### config.mk
export PLATFORM = sky130hd
export DESIGN_NAME = thermal_monitor_control
export DESIGN_NICKNAME = d
export VERILOG_FILES = /design/src/thermal_pkg.sv /design/src/cmp_if.sv /design/src/temp_cmp_chan.sv /design/src/thermal_monitor_control.sv
export SDC_FILE = /design/constraint.sdc
export NUM_CORES = 1
export LEC_CHECK = 0
export ABC_AREA = 1
export BUFFER_PORTS_ARGS = -buffer_cell sky130_fd_sc_hd__buf_2
export CAP_MARGIN = 15
export CORE_ASPECT_RATIO = 1.5
export CORE_MARGIN = 2
export CORE_UTILIZATION = 60
export DETAILED_ROUTE_END_ITERATION = 6
export PLACE_DENSITY = 0.86
export SLEW_MARGIN = 25
export SYNTH_ARGS = -nofsm -noshare
export SYNTH_HDL_FRONTEND = slang
export SYNTH_HIERARCHICAL = 1
export SYNTH_SLANG_ARGS = --single-unit
### constraint.sdc
create_clock -name clk_i -period 2.3 [get_ports clk_i]
set_input_delay 0.345 -clock clk_i [delete_from_list [all_inputs] [get_ports clk_i]]
set_output_delay 0.345 -clock clk_i [all_outputs]
set_load 0.02 [all_outputs]
### src/thermal_pkg.sv
`default_nettype none
// ************************************************************
// thermal monitor shared constants
// ************************************************************
package thermal_pkg;

  localparam int CODE_W = 10;
  localparam int FLAG_W = 4;

  // system power modes as seen from the control unit
  typedef enum logic [2:0] {
    PM_POWER_UP,
    PM_ACTIVE,
    PM_STOP,
    PM_SLEEP,
    PM_FAIL_SLEEP,
    PM_POWER_DOWN
  } pwr_mode_t;

  // register byte offsets
  localparam logic [7:0] REG_CTRL     = 8'h00;
  localparam logic [7:0] REG_STATUS   = 8'h04;
  localparam logic [7:0] REG_IRQ_STS  = 8'h08;
  localparam logic [7:0] REG_IRQ_MASK = 8'h0C;
  localparam logic [7:0] REG_CMP_STS  = 8'h10;
  localparam logic [7:0] REG_PUMP_THR = 8'h14;
  localparam logic [7:0] REG_CORE_THR = 8'h18;
  localparam logic [7:0] REG_CODES    = 8'h1C;

  // field positions
  localparam int CTRL_BRIDGE_DRIVER_OFF = 0;
  localparam int CTRL_TRX_OFF  = 1;
  localparam int THR_LO_LSB    = 0;
  localparam int THR_UP_LSB    = 16;
  localparam int CODE_HI_LSB   = 16;
  localparam int STS_LO        = 0;
  localparam int STS_UP        = 1;

  localparam logic [31:0] CTRL_FIELDS = 32'h0000_0003;
  localparam logic [31:0] THR_FIELDS  = 32'h03FF_03FF;
  localparam logic [31:0] FLAG_FIELDS = 32'h0000_000F;

  // converter channels that carry the two sensors
  localparam int PUMP_CHAN = 4;
  localparam int CORE_CHAN = 5;

  // ideal transfer: code 33 at 0 C, 45 at 100 C
  localparam int CODE_AT_0C   = 33;
  localparam int CODE_AT_100C = 45;
  localparam int DEG_SPAN     = 100;
  localparam int WARN_DEG_C   = 135;
  localparam int SHUT_DEG_C   = 190;

  function automatic logic [CODE_W-1:0] temp_to_code(input int deg);
    temp_to_code = CODE_W'(CODE_AT_0C + ((CODE_AT_100C - CODE_AT_0C) * deg) / DEG_SPAN);
  endfunction

  localparam logic [CODE_W-1:0] WARN_CODE = temp_to_code(WARN_DEG_C);
  localparam logic [CODE_W-1:0] SHUT_CODE = temp_to_code(SHUT_DEG_C);
  localparam logic [31:0] THR_RST = (32'(SHUT_CODE) << THR_UP_LSB) | 32'(WARN_CODE);

endpackage
`default_nettype wire

### src/cmp_if.sv
`default_nettype none
// ************************************************************
// compare channel carrier
// ************************************************************
interface cmp_if;
  logic                          sample;
  logic [thermal_pkg::CODE_W-1:0] code;
  logic [thermal_pkg::CODE_W-1:0] lo_thr;
  logic [thermal_pkg::CODE_W-1:0] up_thr;
  logic [1:0]                    clr_sts;
  logic [1:0]                    clr_irq;
  logic [1:0]                    sts;
  logic [1:0]                    irq;
  logic [1:0]                    live;
  logic [thermal_pkg::CODE_W-1:0] last;

  modport ctl  (output sample, code, lo_thr, up_thr, clr_sts, clr_irq,
                input  sts, irq, live, last);
  modport chan (input  sample, code, lo_thr, up_thr, clr_sts, clr_irq,
                output sts, irq, live, last);
endinterface
`default_nettype wire

### src/temp_cmp_chan.sv
`default_nettype none
// ************************************************************
// over-limit compare channel
// ************************************************************
module temp_cmp_chan (
  // clock and reset
  input  wire logic clk_i,
  input  wire logic rst_i,
  // channel carrier
  cmp_if.chan       c
);

  logic [1:0]                     sts_q;
  logic [1:0]                     irq_q;
  logic [1:0]                     live_q;
  logic [thermal_pkg::CODE_W-1:0] last_q;

  // over-limit mode: each limit only checks for a reading above it
  wire logic above_lo = c.code > c.lo_thr;
  wire logic above_up = c.code > c.up_thr;
  wire logic [1:0] hit = c.sample ? {above_up, above_lo} : 2'h0;

  // a crossing in the clearing cycle wins over the clear
  wire logic [1:0] sts_d = hit | (sts_q & ~c.clr_sts);
  wire logic [1:0] irq_d = hit | (irq_q & ~c.clr_irq);

  always_ff @(posedge clk_i) begin
    if (rst_i) begin
      sts_q  <= 2'h0;
      irq_q  <= 2'h0;
      live_q <= 2'h0;
      last_q <= '0;
    end else begin
      sts_q <= sts_d;
      irq_q <= irq_d;
      if (c.sample) begin
        live_q <= {above_up, above_lo};
        last_q <= c.code;
      end
    end
  end

  assign c.sts  = sts_q;
  assign c.irq  = irq_q;
  assign c.live = live_q;
  assign c.last = last_q;
endmodule
`default_nettype wire

### src/thermal_monitor_control.sv
// Chosen here: the placing of the registers and register access over Wishbone.
`default_nettype none
// ************************************************************
// thermal monitor control
// ************************************************************
// Operation
// - both sensors are switched on during the power-up sequence
// - both sensors are switched off when power-down has finished
// - both sensors stay enabled throughout active mode
// - sensors are off in reset, stop, sleep and fail-sleep
// - pump reading feeds compare channel 4, core reading channel 5
// - both channels compare in over-limit mode against two limits
// - reading above the warning limit sets low status and irq flags
// - reading above the upper limit sets upper status and irq flags
// - pump reading above its shutdown limit raises pump overtemp flag
// - core reading above its warning limit raises system warning flag
// - core above shutdown limit raises overtemp, requesting fail-sleep in active mode only
// - warning may optionally switch off bridge driver and transceiver
// - no private interrupt line; compare flags make the request
// - ideal code is 33 at 0 C and 45 at 100 C
module thermal_monitor_control (
  // clock and reset
  input  wire logic                           clk_i,
  input  wire logic                           rst_i,
  // wishbone slave
  input  wire logic                           cyc_i,
  input  wire logic                           stb_i,
  input  wire logic                           we_i,
  input  wire logic [7:0]                     adr_i,
  input  wire logic [3:0]                     sel_i,
  input  wire logic [31:0]                    dat_i,
  output logic      [31:0]                    dat_o,
  output logic                                ack_o,
  // system power control
  input  wire thermal_pkg::pwr_mode_t         pwr_mode_i,
  input  wire logic                           pd_done_i,
  // monitor converter results
  input  wire logic [thermal_pkg::CODE_W-1:0] pump_code_i,
  input  wire logic                           pump_valid_i,
  input  wire logic [thermal_pkg::CODE_W-1:0] core_code_i,
  input  wire logic                           core_valid_i,
  // sensor enables
  output logic                                pump_temp_sensor_en_o,
  output logic                                core_temp_sensor_en_o,
  // thermal flags and actions
  output logic                                pump_overtemp_flag_o,
  output logic                                system_temp_warning_flag_o,
  output logic                                system_overtemp_flag_o,
  output logic                                fail_sleep_req_o,
  output logic                                bridge_driver_off_o,
  output logic                                bus_transceiver_off_o,
  // compare interrupt
  output logic                                cmp_irq_o
);

  // ************************************************************
  // helpers
  // ************************************************************
  function automatic logic [31:0] byte_mask(input logic [3:0] sel);
    byte_mask = {{8{sel[3]}}, {8{sel[2]}}, {8{sel[1]}}, {8{sel[0]}}};
  endfunction

  function automatic logic [31:0] wr_merge(input logic [31:0] old,
                                           input logic [31:0] val,
                                           input logic [31:0] m,
                                           input logic [31:0] fields);
    wr_merge = ((old & ~m) | (val & m)) & fields;
  endfunction

  // ************************************************************
  // state
  // ************************************************************
  logic        ack_q;
  logic [31:0] rdat_q;
  logic [31:0] ctrl_q;
  logic [31:0] ctrl_d;
  logic [31:0] mask_q;
  logic [31:0] mask_d;
  logic [31:0] pump_thr_q;
  logic [31:0] pump_thr_d;
  logic [31:0] core_thr_q;
  logic [31:0] core_thr_d;
  logic        sens_en_q;
  logic        fail_sleep_q;
  logic        bridge_driver_off_q;
  logic        trx_off_q;
  logic        irq_q;

  cmp_if pump_c ();
  cmp_if core_c ();

  // ************************************************************
  // bus decode
  // ************************************************************
  wire logic        req      = cyc_i & stb_i;
  wire logic [7:0]  adr_w    = {adr_i[7:2], 2'b00};
  wire logic        hit_ctrl = adr_w == thermal_pkg::REG_CTRL;
  wire logic        hit_stat = adr_w == thermal_pkg::REG_STATUS;
  wire logic        hit_ists = adr_w == thermal_pkg::REG_IRQ_STS;
  wire logic        hit_mask = adr_w == thermal_pkg::REG_IRQ_MASK;
  wire logic        hit_csts = adr_w == thermal_pkg::REG_CMP_STS;
  wire logic        hit_pthr = adr_w == thermal_pkg::REG_PUMP_THR;
  wire logic        hit_cthr = adr_w == thermal_pkg::REG_CORE_THR;
  wire logic        hit_code = adr_w == thermal_pkg::REG_CODES;
  // writes land on the edge that the master samples ack on
  wire logic        wr_cyc   = req & we_i & ack_q;
  wire logic [31:0] bm       = byte_mask(sel_i);
  wire logic [31:0] wdat     = dat_i & bm;

  // ************************************************************
  // flag vectors: bit 0 pump low, 1 pump up, 2 core low, 3 core up
  // ************************************************************
  wire logic [thermal_pkg::FLAG_W-1:0] irq_vec = {core_c.irq, pump_c.irq};
  wire logic [thermal_pkg::FLAG_W-1:0] sts_vec = {core_c.sts, pump_c.sts};
  wire logic [thermal_pkg::FLAG_W-1:0] irq_clr =
    (wr_cyc & hit_ists) ? wdat[thermal_pkg::FLAG_W-1:0] : '0;
  wire logic [thermal_pkg::FLAG_W-1:0] sts_clr =
    (wr_cyc & hit_csts) ? wdat[thermal_pkg::FLAG_W-1:0] : '0;

  assign ctrl_d     = wr_merge(ctrl_q, dat_i, bm, thermal_pkg::CTRL_FIELDS);
  assign mask_d     = wr_merge(mask_q, dat_i, bm, thermal_pkg::FLAG_FIELDS);
  assign pump_thr_d = wr_merge(pump_thr_q, dat_i, bm, thermal_pkg::THR_FIELDS);
  assign core_thr_d = wr_merge(core_thr_q, dat_i, bm, thermal_pkg::THR_FIELDS);

  // ************************************************************
  // read data
  // ************************************************************
  wire logic [31:0] st_word = {24'h000000, core_c.live, pump_c.live,
                               system_overtemp_flag_o, system_temp_warning_flag_o,
                               pump_overtemp_flag_o, sens_en_q};
  wire logic [31:0] code_word = (32'(core_c.last) << thermal_pkg::CODE_HI_LSB)
                              | 32'(pump_c.last);
  // unmapped words read as zero and are still acknowledged
  wire logic [31:0] rd_word =
    hit_ctrl ? ctrl_q :
    hit_stat ? st_word :
    hit_ists ? 32'(irq_vec) :
    hit_mask ? mask_q :
    hit_csts ? 32'(sts_vec) :
    hit_pthr ? pump_thr_q :
    hit_cthr ? core_thr_q :
    hit_code ? code_word : 32'h00000000;

  always_ff @(posedge clk_i) begin
    if (rst_i) begin
      ack_q  <= 1'b0;
      rdat_q <= 32'h00000000;
    end else begin
      ack_q  <= req & ~ack_q;
      rdat_q <= rd_word;
    end
  end

  assign ack_o = ack_q;
  assign dat_o = rdat_q;

  // ************************************************************
  // configuration registers
  // ************************************************************
  always_ff @(posedge clk_i) begin
    if (rst_i) begin
      ctrl_q     <= 32'h00000000;
      mask_q     <= 32'h00000000;
      pump_thr_q <= thermal_pkg::THR_RST;
      core_thr_q <= thermal_pkg::THR_RST;
    end else if (wr_cyc) begin
      if (hit_ctrl) ctrl_q <= ctrl_d;
      if (hit_mask) mask_q <= mask_d;
      if (hit_pthr) pump_thr_q <= pump_thr_d;
      if (hit_cthr) core_thr_q <= core_thr_d;
    end
  end

  // ************************************************************
  // sensor gating by power mode
  // ************************************************************
  // power-down keeps the sensors alive until the sequence reports done
  wire logic mode_on =
    (pwr_mode_i == thermal_pkg::PM_POWER_UP)
    | (pwr_mode_i == thermal_pkg::PM_ACTIVE)
    | ((pwr_mode_i == thermal_pkg::PM_POWER_DOWN) & ~pd_done_i);

  always_ff @(posedge clk_i) begin
    if (rst_i) begin
      sens_en_q <= 1'b0;
    end else begin
      sens_en_q <= mode_on;
    end
  end

  assign pump_temp_sensor_en_o = sens_en_q;
  assign core_temp_sensor_en_o = sens_en_q;

  // ************************************************************
  // compare channels
  // ************************************************************
  // readings taken while the sensors are off would be meaningless
  assign pump_c.sample  = sens_en_q & pump_valid_i;
  assign pump_c.code    = pump_code_i;
  assign pump_c.lo_thr  = pump_thr_q[thermal_pkg::THR_LO_LSB +: thermal_pkg::CODE_W];
  assign pump_c.up_thr  = pump_thr_q[thermal_pkg::THR_UP_LSB +: thermal_pkg::CODE_W];
  assign pump_c.clr_sts = sts_clr[1:0];
  assign pump_c.clr_irq = irq_clr[1:0];

  assign core_c.sample  = sens_en_q & core_valid_i;
  assign core_c.code    = core_code_i;
  assign core_c.lo_thr  = core_thr_q[thermal_pkg::THR_LO_LSB +: thermal_pkg::CODE_W];
  assign core_c.up_thr  = core_thr_q[thermal_pkg::THR_UP_LSB +: thermal_pkg::CODE_W];
  assign core_c.clr_sts = sts_clr[3:2];
  assign core_c.clr_irq = irq_clr[3:2];

  temp_cmp_chan pump_chan (
    .clk_i (clk_i),
    .rst_i (rst_i),
    .c     (pump_c)
  );

  temp_cmp_chan core_chan (
    .clk_i (clk_i),
    .rst_i (rst_i),
    .c     (core_c)
  );

  // ************************************************************
  // thermal flags and protective actions
  // ************************************************************
  assign pump_overtemp_flag_o       = pump_c.sts[thermal_pkg::STS_UP];
  assign system_temp_warning_flag_o = core_c.sts[thermal_pkg::STS_LO];
  assign system_overtemp_flag_o     = core_c.sts[thermal_pkg::STS_UP];

  wire logic in_active = pwr_mode_i == thermal_pkg::PM_ACTIVE;
  wire logic irq_d     = |(irq_vec & mask_q[thermal_pkg::FLAG_W-1:0]);

  // registered so the protective gates switch cleanly one edge after the flag
  always_ff @(posedge clk_i) begin
    if (rst_i) begin
      fail_sleep_q <= 1'b0;
      bridge_driver_off_q   <= 1'b0;
      trx_off_q    <= 1'b0;
      irq_q        <= 1'b0;
    end else begin
      fail_sleep_q <= system_overtemp_flag_o & in_active;
      bridge_driver_off_q   <= system_temp_warning_flag_o & ctrl_q[thermal_pkg::CTRL_BRIDGE_DRIVER_OFF];
      trx_off_q    <= system_temp_warning_flag_o & ctrl_q[thermal_pkg::CTRL_TRX_OFF];
      irq_q        <= irq_d;
    end
  end

  assign fail_sleep_req_o      = fail_sleep_q;
  assign bridge_driver_off_o   = bridge_driver_off_q;
  assign bus_transceiver_off_o = trx_off_q;
  assign cmp_irq_o             = irq_q;
endmodule
`default_nettype wire

==> results of run 1 <==
layout make-up:
type	count	area (um^2)	share of cell area, %
Clock inverter	4	28.8	0.442
Tap cell	112	140	2.15
Sequential cell	104	2080	31.9
Multi-Input combinational cell	517	2930	45.0
Timing Repair Buffer	99	518	7.95
Inverter	148	566	8.68
Clock buffer	11	253	3.88
where the power goes:
| part | internal, mW | switching (mW) |
|---|---|---|
| registers | 1.82 | 0.0147 |
| logic | 0.128 | 0.245 |
| clock network | 0.789 | 0.662 |
| total | 2.74 | 0.922 |
stage by stage:
| step | cell area [um^2] | power, mW |
|---|---|---|
| 2_1_floorplan | 5800 | 2.12 |
| 6_report | 6520 | 3.66 |
| 5_1_grt | 6520 | 3.78 |
| 4_1_cts | 6520 | 3.67 |
| 3_5_place_dp | 6240 | 2.24 |
| 3_3_place_gp | 6240 | 2.23 |
worst max-delay path, cell delays in order, from the launching register on:
cell	delay, ps
dfxtp_1	350
nand2_1	70
nor2_2	170
nand2_1	250
nor2_4	330
inv_1	170
nand2_1	100
o211ai_1	90
worst max path at each step:
| stage | start | endpoint | slack [ps] | cells after the start |
|---|---|---|---|---|
| 6_report | ack_o | register | 620 | 7 |
| 5_1_grt | ack_o | register | 480 | 7 |
| 4_1_cts | ack_o | register | 630 | 7 |
| 3_5_place_dp | adr_i[4] | dat_o[23] | 420 | 10 |
| 3_3_place_gp | adr_i[4] | dat_o[17] | 490 | 10 |
| 2_1_floorplan | ack_o | register | 860 | 7 |
cell families (layout without fill, tap and decap cells):
kind of cell / count (synthesis) / count (layout) / synth area share, %
AOI/OAI and AO/OA: 138 / 138 / 14.2
buffers and inverters: 180 / 262 / 13.6
adders and majority gates: 40 / 40 / 8.69
and+or+nand+nor: 327 / 327 / 27.2
DFF: 104 / 104 / 36.2
other: 1 / 12 / 0.0651
placed cells by master, fill, tap and decap left out, types with 6 or more instances in the layout:
| cell type | count |
|---|---|
| a21oi_1 | 68 |
| nand2_2 | 14 |
| dfxtp_1 | 104 |
| inv_2 | 6 |
| nor2_1 | 37 |
| inv_1 | 140 |
| clkbuf_16 | 9 |
| nor2_4 | 14 |
| nand3_1 | 11 |
| o221ai_1 | 7 |
| buf_4 | 9 |
| buf_2 | 90 |
| conb_1 | 12 |
| a21oi_2 | 8 |
| o21ai_0 | 30 |
| nand2_1 | 217 |
| o211ai_1 | 10 |
| nand3_2 | 8 |
| ha_1 | 40 |
routing by layer:
metal / track usage [%] / wire length [um] / share of wire [%]
met5: 0 / 0 / 0
met4: 18.4 / 754 / 5.2
met3: 2.78 / 798 / 5.5
met2: 53.2 / 7590 / 52
met1: 31.4 / 5470 / 37
==> results.toml, run 1 <==
[synthesis]
post-synth-top-count-cell = "nand2_1"
ys_types = 36
yosys_warnings = 6
synthFlopType = "dfxtp_1"
synthDominantCellAreaShare_pct = 36.2
yosysSeqAreaShare_pct = 36.2
synth-edff-count = 0
netlist_top_cells_area = "dfxtp_1 (36%), nand2_1 (14%), inv_1 (9.1%)"
ys_ff_latch = 104
syn_inst = 790
yosys-top-cells-count = "nand2_1 (217), inv_1 (140), dfxtp_1 (104)"
yosys.area.top_type = "dfxtp_1"
syn_area_mm2 = 0.00576
synthArstFlopShare_pct = 0
syn_area_per_cell_um2 = 7.29

[final_layout]
fillers = 775
nets = 994
fin_cells = 995
antennaDiodeCount = 0
utilization_pct = 70.0
syn_to_final_growth_pct = 13.2
drive_above_1_share_pct = 20.6

[clock_tree]
postCtsSetupBuffers = 0
h-tree-depth = 3
root_buffer = "clkbuf_16"
clk_latency_ps = 350
cts_hold_buf = 0
cts_tree = "done"
path_clk_slew_ps = 70
cts_buffers = 9
clk_path_buf_depth = 2
clock-sinks = 104
post_cts_resized = 0

[sta]
worst_pin_slew_ps = 990
relSlewSlack_pct = 33.7
finalSetupViolations = 0
finalSetupTns_ps = 0
finalWorstSetupSlack_ps = 618
layout_worst_path_cycle_share_pct = 73.1
drv_slew = 0
timing.hold.ws_ps = 163
hold_violations = 0
clock_skew_ps = 7.37
rsz0062_at_grt = "false"
fmax_ghz = 0.595
period_minus_slack_ps = 1680

[run]
maxCapViolCount = 0

[setup_path]
crit_path_max_fanout = 11
required_ps = 2500
crit_path_start_kind = "register"
end_kind = "register"
path_class = "register to register"
reg2reg_depth = 7
r2r_start = "ack_o"
arrival_ps = 1890
rrSetupSlack_ps = 620

[floorplanning]
io_pins = 117
std_cell_rows = 43
dieArea_mm2 = 0.0104
fp.coreArea_mm2 = 0.00931
die_x_um = 84.0
die_y_um = 124
start_util_pct = 61.8

[placed_design]
dp_cells = 980
port_buffers = 90
dp_slack_ps = 419
dp_hpwl_um = 11000
gp_congestion = 0.965

[worst_hold_path]
hold_depth = 2
min_from = "pwr_mode_i[1]"
worstHoldPathType = "primary input to register"
hold-path-endpoint = "fail_sleep_req_o"

[run_status]
status = "completed"

[detailed_routing]
wirelength_um = 14600
drt_pass1_iterations = 5
routedWlPerCell_um = 14.7
drc_errors = 0
drt_iter0_markers = 367
antenna_left = 0
via_count = 5287
via_per_inst = 5.31

[global_routing]
grt_pass1_wl_um = 23100
grt_pass1_vias = 4915
antenna_found_initial = 0
grt_max_degree = 45
grt_overflow = 0
grt.total_usage_pct = 28.8

[power_and_ir_drop]
irDropWorstVdd_mv = 0.573
power.leakage_nw = 3.26
p_per_area_mw_per_mm2 = 562
(Power assumes the default switching activity.)
==> run 2: changes to the inputs <==
Settings changed: ABC_AREA 1 to 0, CORE_UTILIZATION 60 to 50, PLACE_DENSITY 0.86 to 0.77.
Clock period 2.3 ns to 1.4 ns, I/O delays scaled along.
==> results.toml, run 2 <==
[synthesis]
yosysSeqAreaShare_pct = 38.2
ys_ff_latch = 104
yosys.area.top_type = "dfxtp_1"
netlist_top_cells_area = "dfxtp_1 (38%), ha_1 (9.2%), mux2i_1 (9.0%)"
syn_area_per_cell_um2 = 9.08
synthArstFlopShare_pct = 0
synth-edff-count = 0
yosys-top-cells-count = "dfxtp_1 (104), nor2_1 (87), mux2i_1 (49)"
post-synth-top-count-cell = "dfxtp_1"
syn_inst = 601
ys_types = 45
synthFlopType = "dfxtp_1"
yosys_warnings = 6
syn_area_mm2 = 0.00546
synthDominantCellAreaShare_pct = 38.2

[sta]
period_minus_slack_ps = 1710
drv_slew = 0
layout_worst_path_cycle_share_pct = 122
finalSetupViolations = 33
finalSetupTns_ps = -3180
finalWorstSetupSlack_ps = -311
rsz0062_at_grt = "true"
hold_violations = 0
fmax_ghz = 0.585
clock_skew_ps = 8.27

[final_layout]
final_common_cell = "buf_4"
utilization_pct = 73.5
drive_above_1_share_pct = 47.9
final_cell_mix = "buf_4 (91), buf_2 (89), nor2_1 (84)"
nets = 890
antennaDiodeCount = 0
syn_to_final_growth_pct = 42.6

[clock_tree]
cts_hold_buf = 0
cts_tree = "done"
cts_buffers = 9
root_buffer = "clkbuf_16"
path_clk_slew_ps = 70
clk_latency_ps = 340
clock-sinks = 104
h-tree-depth = 3
clk_path_buf_depth = 2

[setup_path]
timing.rr.end = "core_chan/c.sts[0]"
path_class = "register to register"
reg2reg_depth = 6
crit_path_max_fanout = 3
end_kind = "register"
arrival_ps = 1920
required_ps = 1610
rrSetupSlack_ps = -310
endpoint = "core_chan/c.sts[0]"
crit_path_start_kind = "register"

[global_routing]
antenna_found_initial = 0
grt_pass1_wl_um = 27700
grt.total_usage_pct = 31.0
grt_max_degree = 31
grt_overflow = 0
grt_pass1_vias = 5538

[run_status]
failed_checks = "negative setup slack"
status = "finished with violations"

[detailed_routing]
wirelength_um = 18800
routedWlPerCell_um = 20.3
drc_errors = 0
antenna_left = 0
via_per_inst = 5.84
drt_iter0_markers = 414
drt_pass1_iterations = 5
via_count = 5393

[floorplanning]
die_y_um = 132
start_util_pct = 51.5
io_pins = 117
dieArea_mm2 = 0.0118
fp.coreArea_mm2 = 0.0106
die_x_um = 89.3
std_cell_rows = 46

[placed_design]
dp_hpwl_um = 13000
gp_congestion = 0.936
port_buffers = 90

[power_and_ir_drop]
power.leakage_nw = 3.38
p_per_area_mw_per_mm2 = 850
irDropWorstVdd_mv = 0.609

[worst_hold_path]
worstHoldPathType = "primary input to register"

[run]
maxCapViolCount = 0
run 2: cell count changes in the layout (fill, tap and decap cells not counted), moves of 17 or more:
cell and change:
nand2_1 -186, nor2_1 +47, ha_4 +31, a21oi_1 -44, mux2i_1 +49, mux2_2 +17, o21ai_0 -29, buf_4 +82
dfxtp_1 -34, inv_1 -111, ha_1 -31, dfxtp_2 +33
run 2: routing by layer:
metal | vias up | GRT usage (%) | wire length [um]
met5 | - | 0 | 0
met4 | 0 | 20.9 | 1390
met3 | 96 | 4.32 | 1020
met2 | 286 | 54.7 | 9880
met1 | 2569 | 32.5 | 6490
li1 | 2442 | - | -
run 2: worst max-delay path: stages, from the launching register on:
cell	delay (ps)
dfxtp_2	330
inv_1	120
ha_4	220
and4_4	180
o211a_1	130
a2111oi_4	490
o21ai_1	120
run 2: cell type report:
type	count	area [um^2]
inverters	45	169
clock buffers	10	239
well taps	144	180
clock inverters	6	82.6
multi-input cells	420	3630
flip-flops and latches	104	2130
fillers	737	2810
repair buffers	195	1360
run 2: metrics by stage:
stage	power, mW	std cells	cell area (um^2)	setup slack [ps]	hold slack [ps]
after floorplan	3.51	612	5710	-207	286
after global placement	3.81	894	6810	-340	388
after detailed placement	3.84	894	6810	-383	398
after CTS	6.57	919	7540	-187	33.6
after global routing	6.83	924	7780	-335	44.6
final	6.61	924	7780	-311	42.8
run 2: worst min path at each step:
| stage | end | start | slack [ps] | depth (start not counted) |
|---|---|---|---|---|
| finish | core_temp_sensor_en_o | pwr_mode_i[1] | 40 | 2 |
| global route | fail_sleep_req_o | pwr_mode_i[2] | 40 | 2 |
| CTS | fail_sleep_req_o | pwr_mode_i[2] | 30 | 2 |
| detailed placement | fail_sleep_req_o | pwr_mode_i[2] | 400 | 2 |
| global placement | fail_sleep_req_o | pwr_mode_i[2] | 390 | 2 |
| floorplan | fail_sleep_req_o | pwr_mode_i[2] | 290 | 1 |
run 2: where the power goes:
group	switching, mW	internal [mW]
sequential	0.0307	2.99
combinational	0.499	0.383
clock	1.10	1.61
run 2: cell families (layout without fill, tap and decap cells):
group | count (synthesis) | count (layout) | synth area share, %
flip-flops | 104 | 104 | 38.2
buffers and inverters | 88 | 256 | 7.09
AO/OA/AOI/OAI | 101 | 101 | 13.6
AND/OR/NAND/NOR | 198 | 198 | 18.2
multiplexers | 69 | 69 | 13.7
other | 1 | 12 | 0.0687
adder cells (fa/ha/maj) | 40 | 40 | 9.17
run 2: repair_timing:
item,4_1_cts,5_1_grt
cloned,0,1
buffers inserted,9,4
endpoints found under the setup margin,36,47
gates resized for setup,78,38
pin swaps,30,23
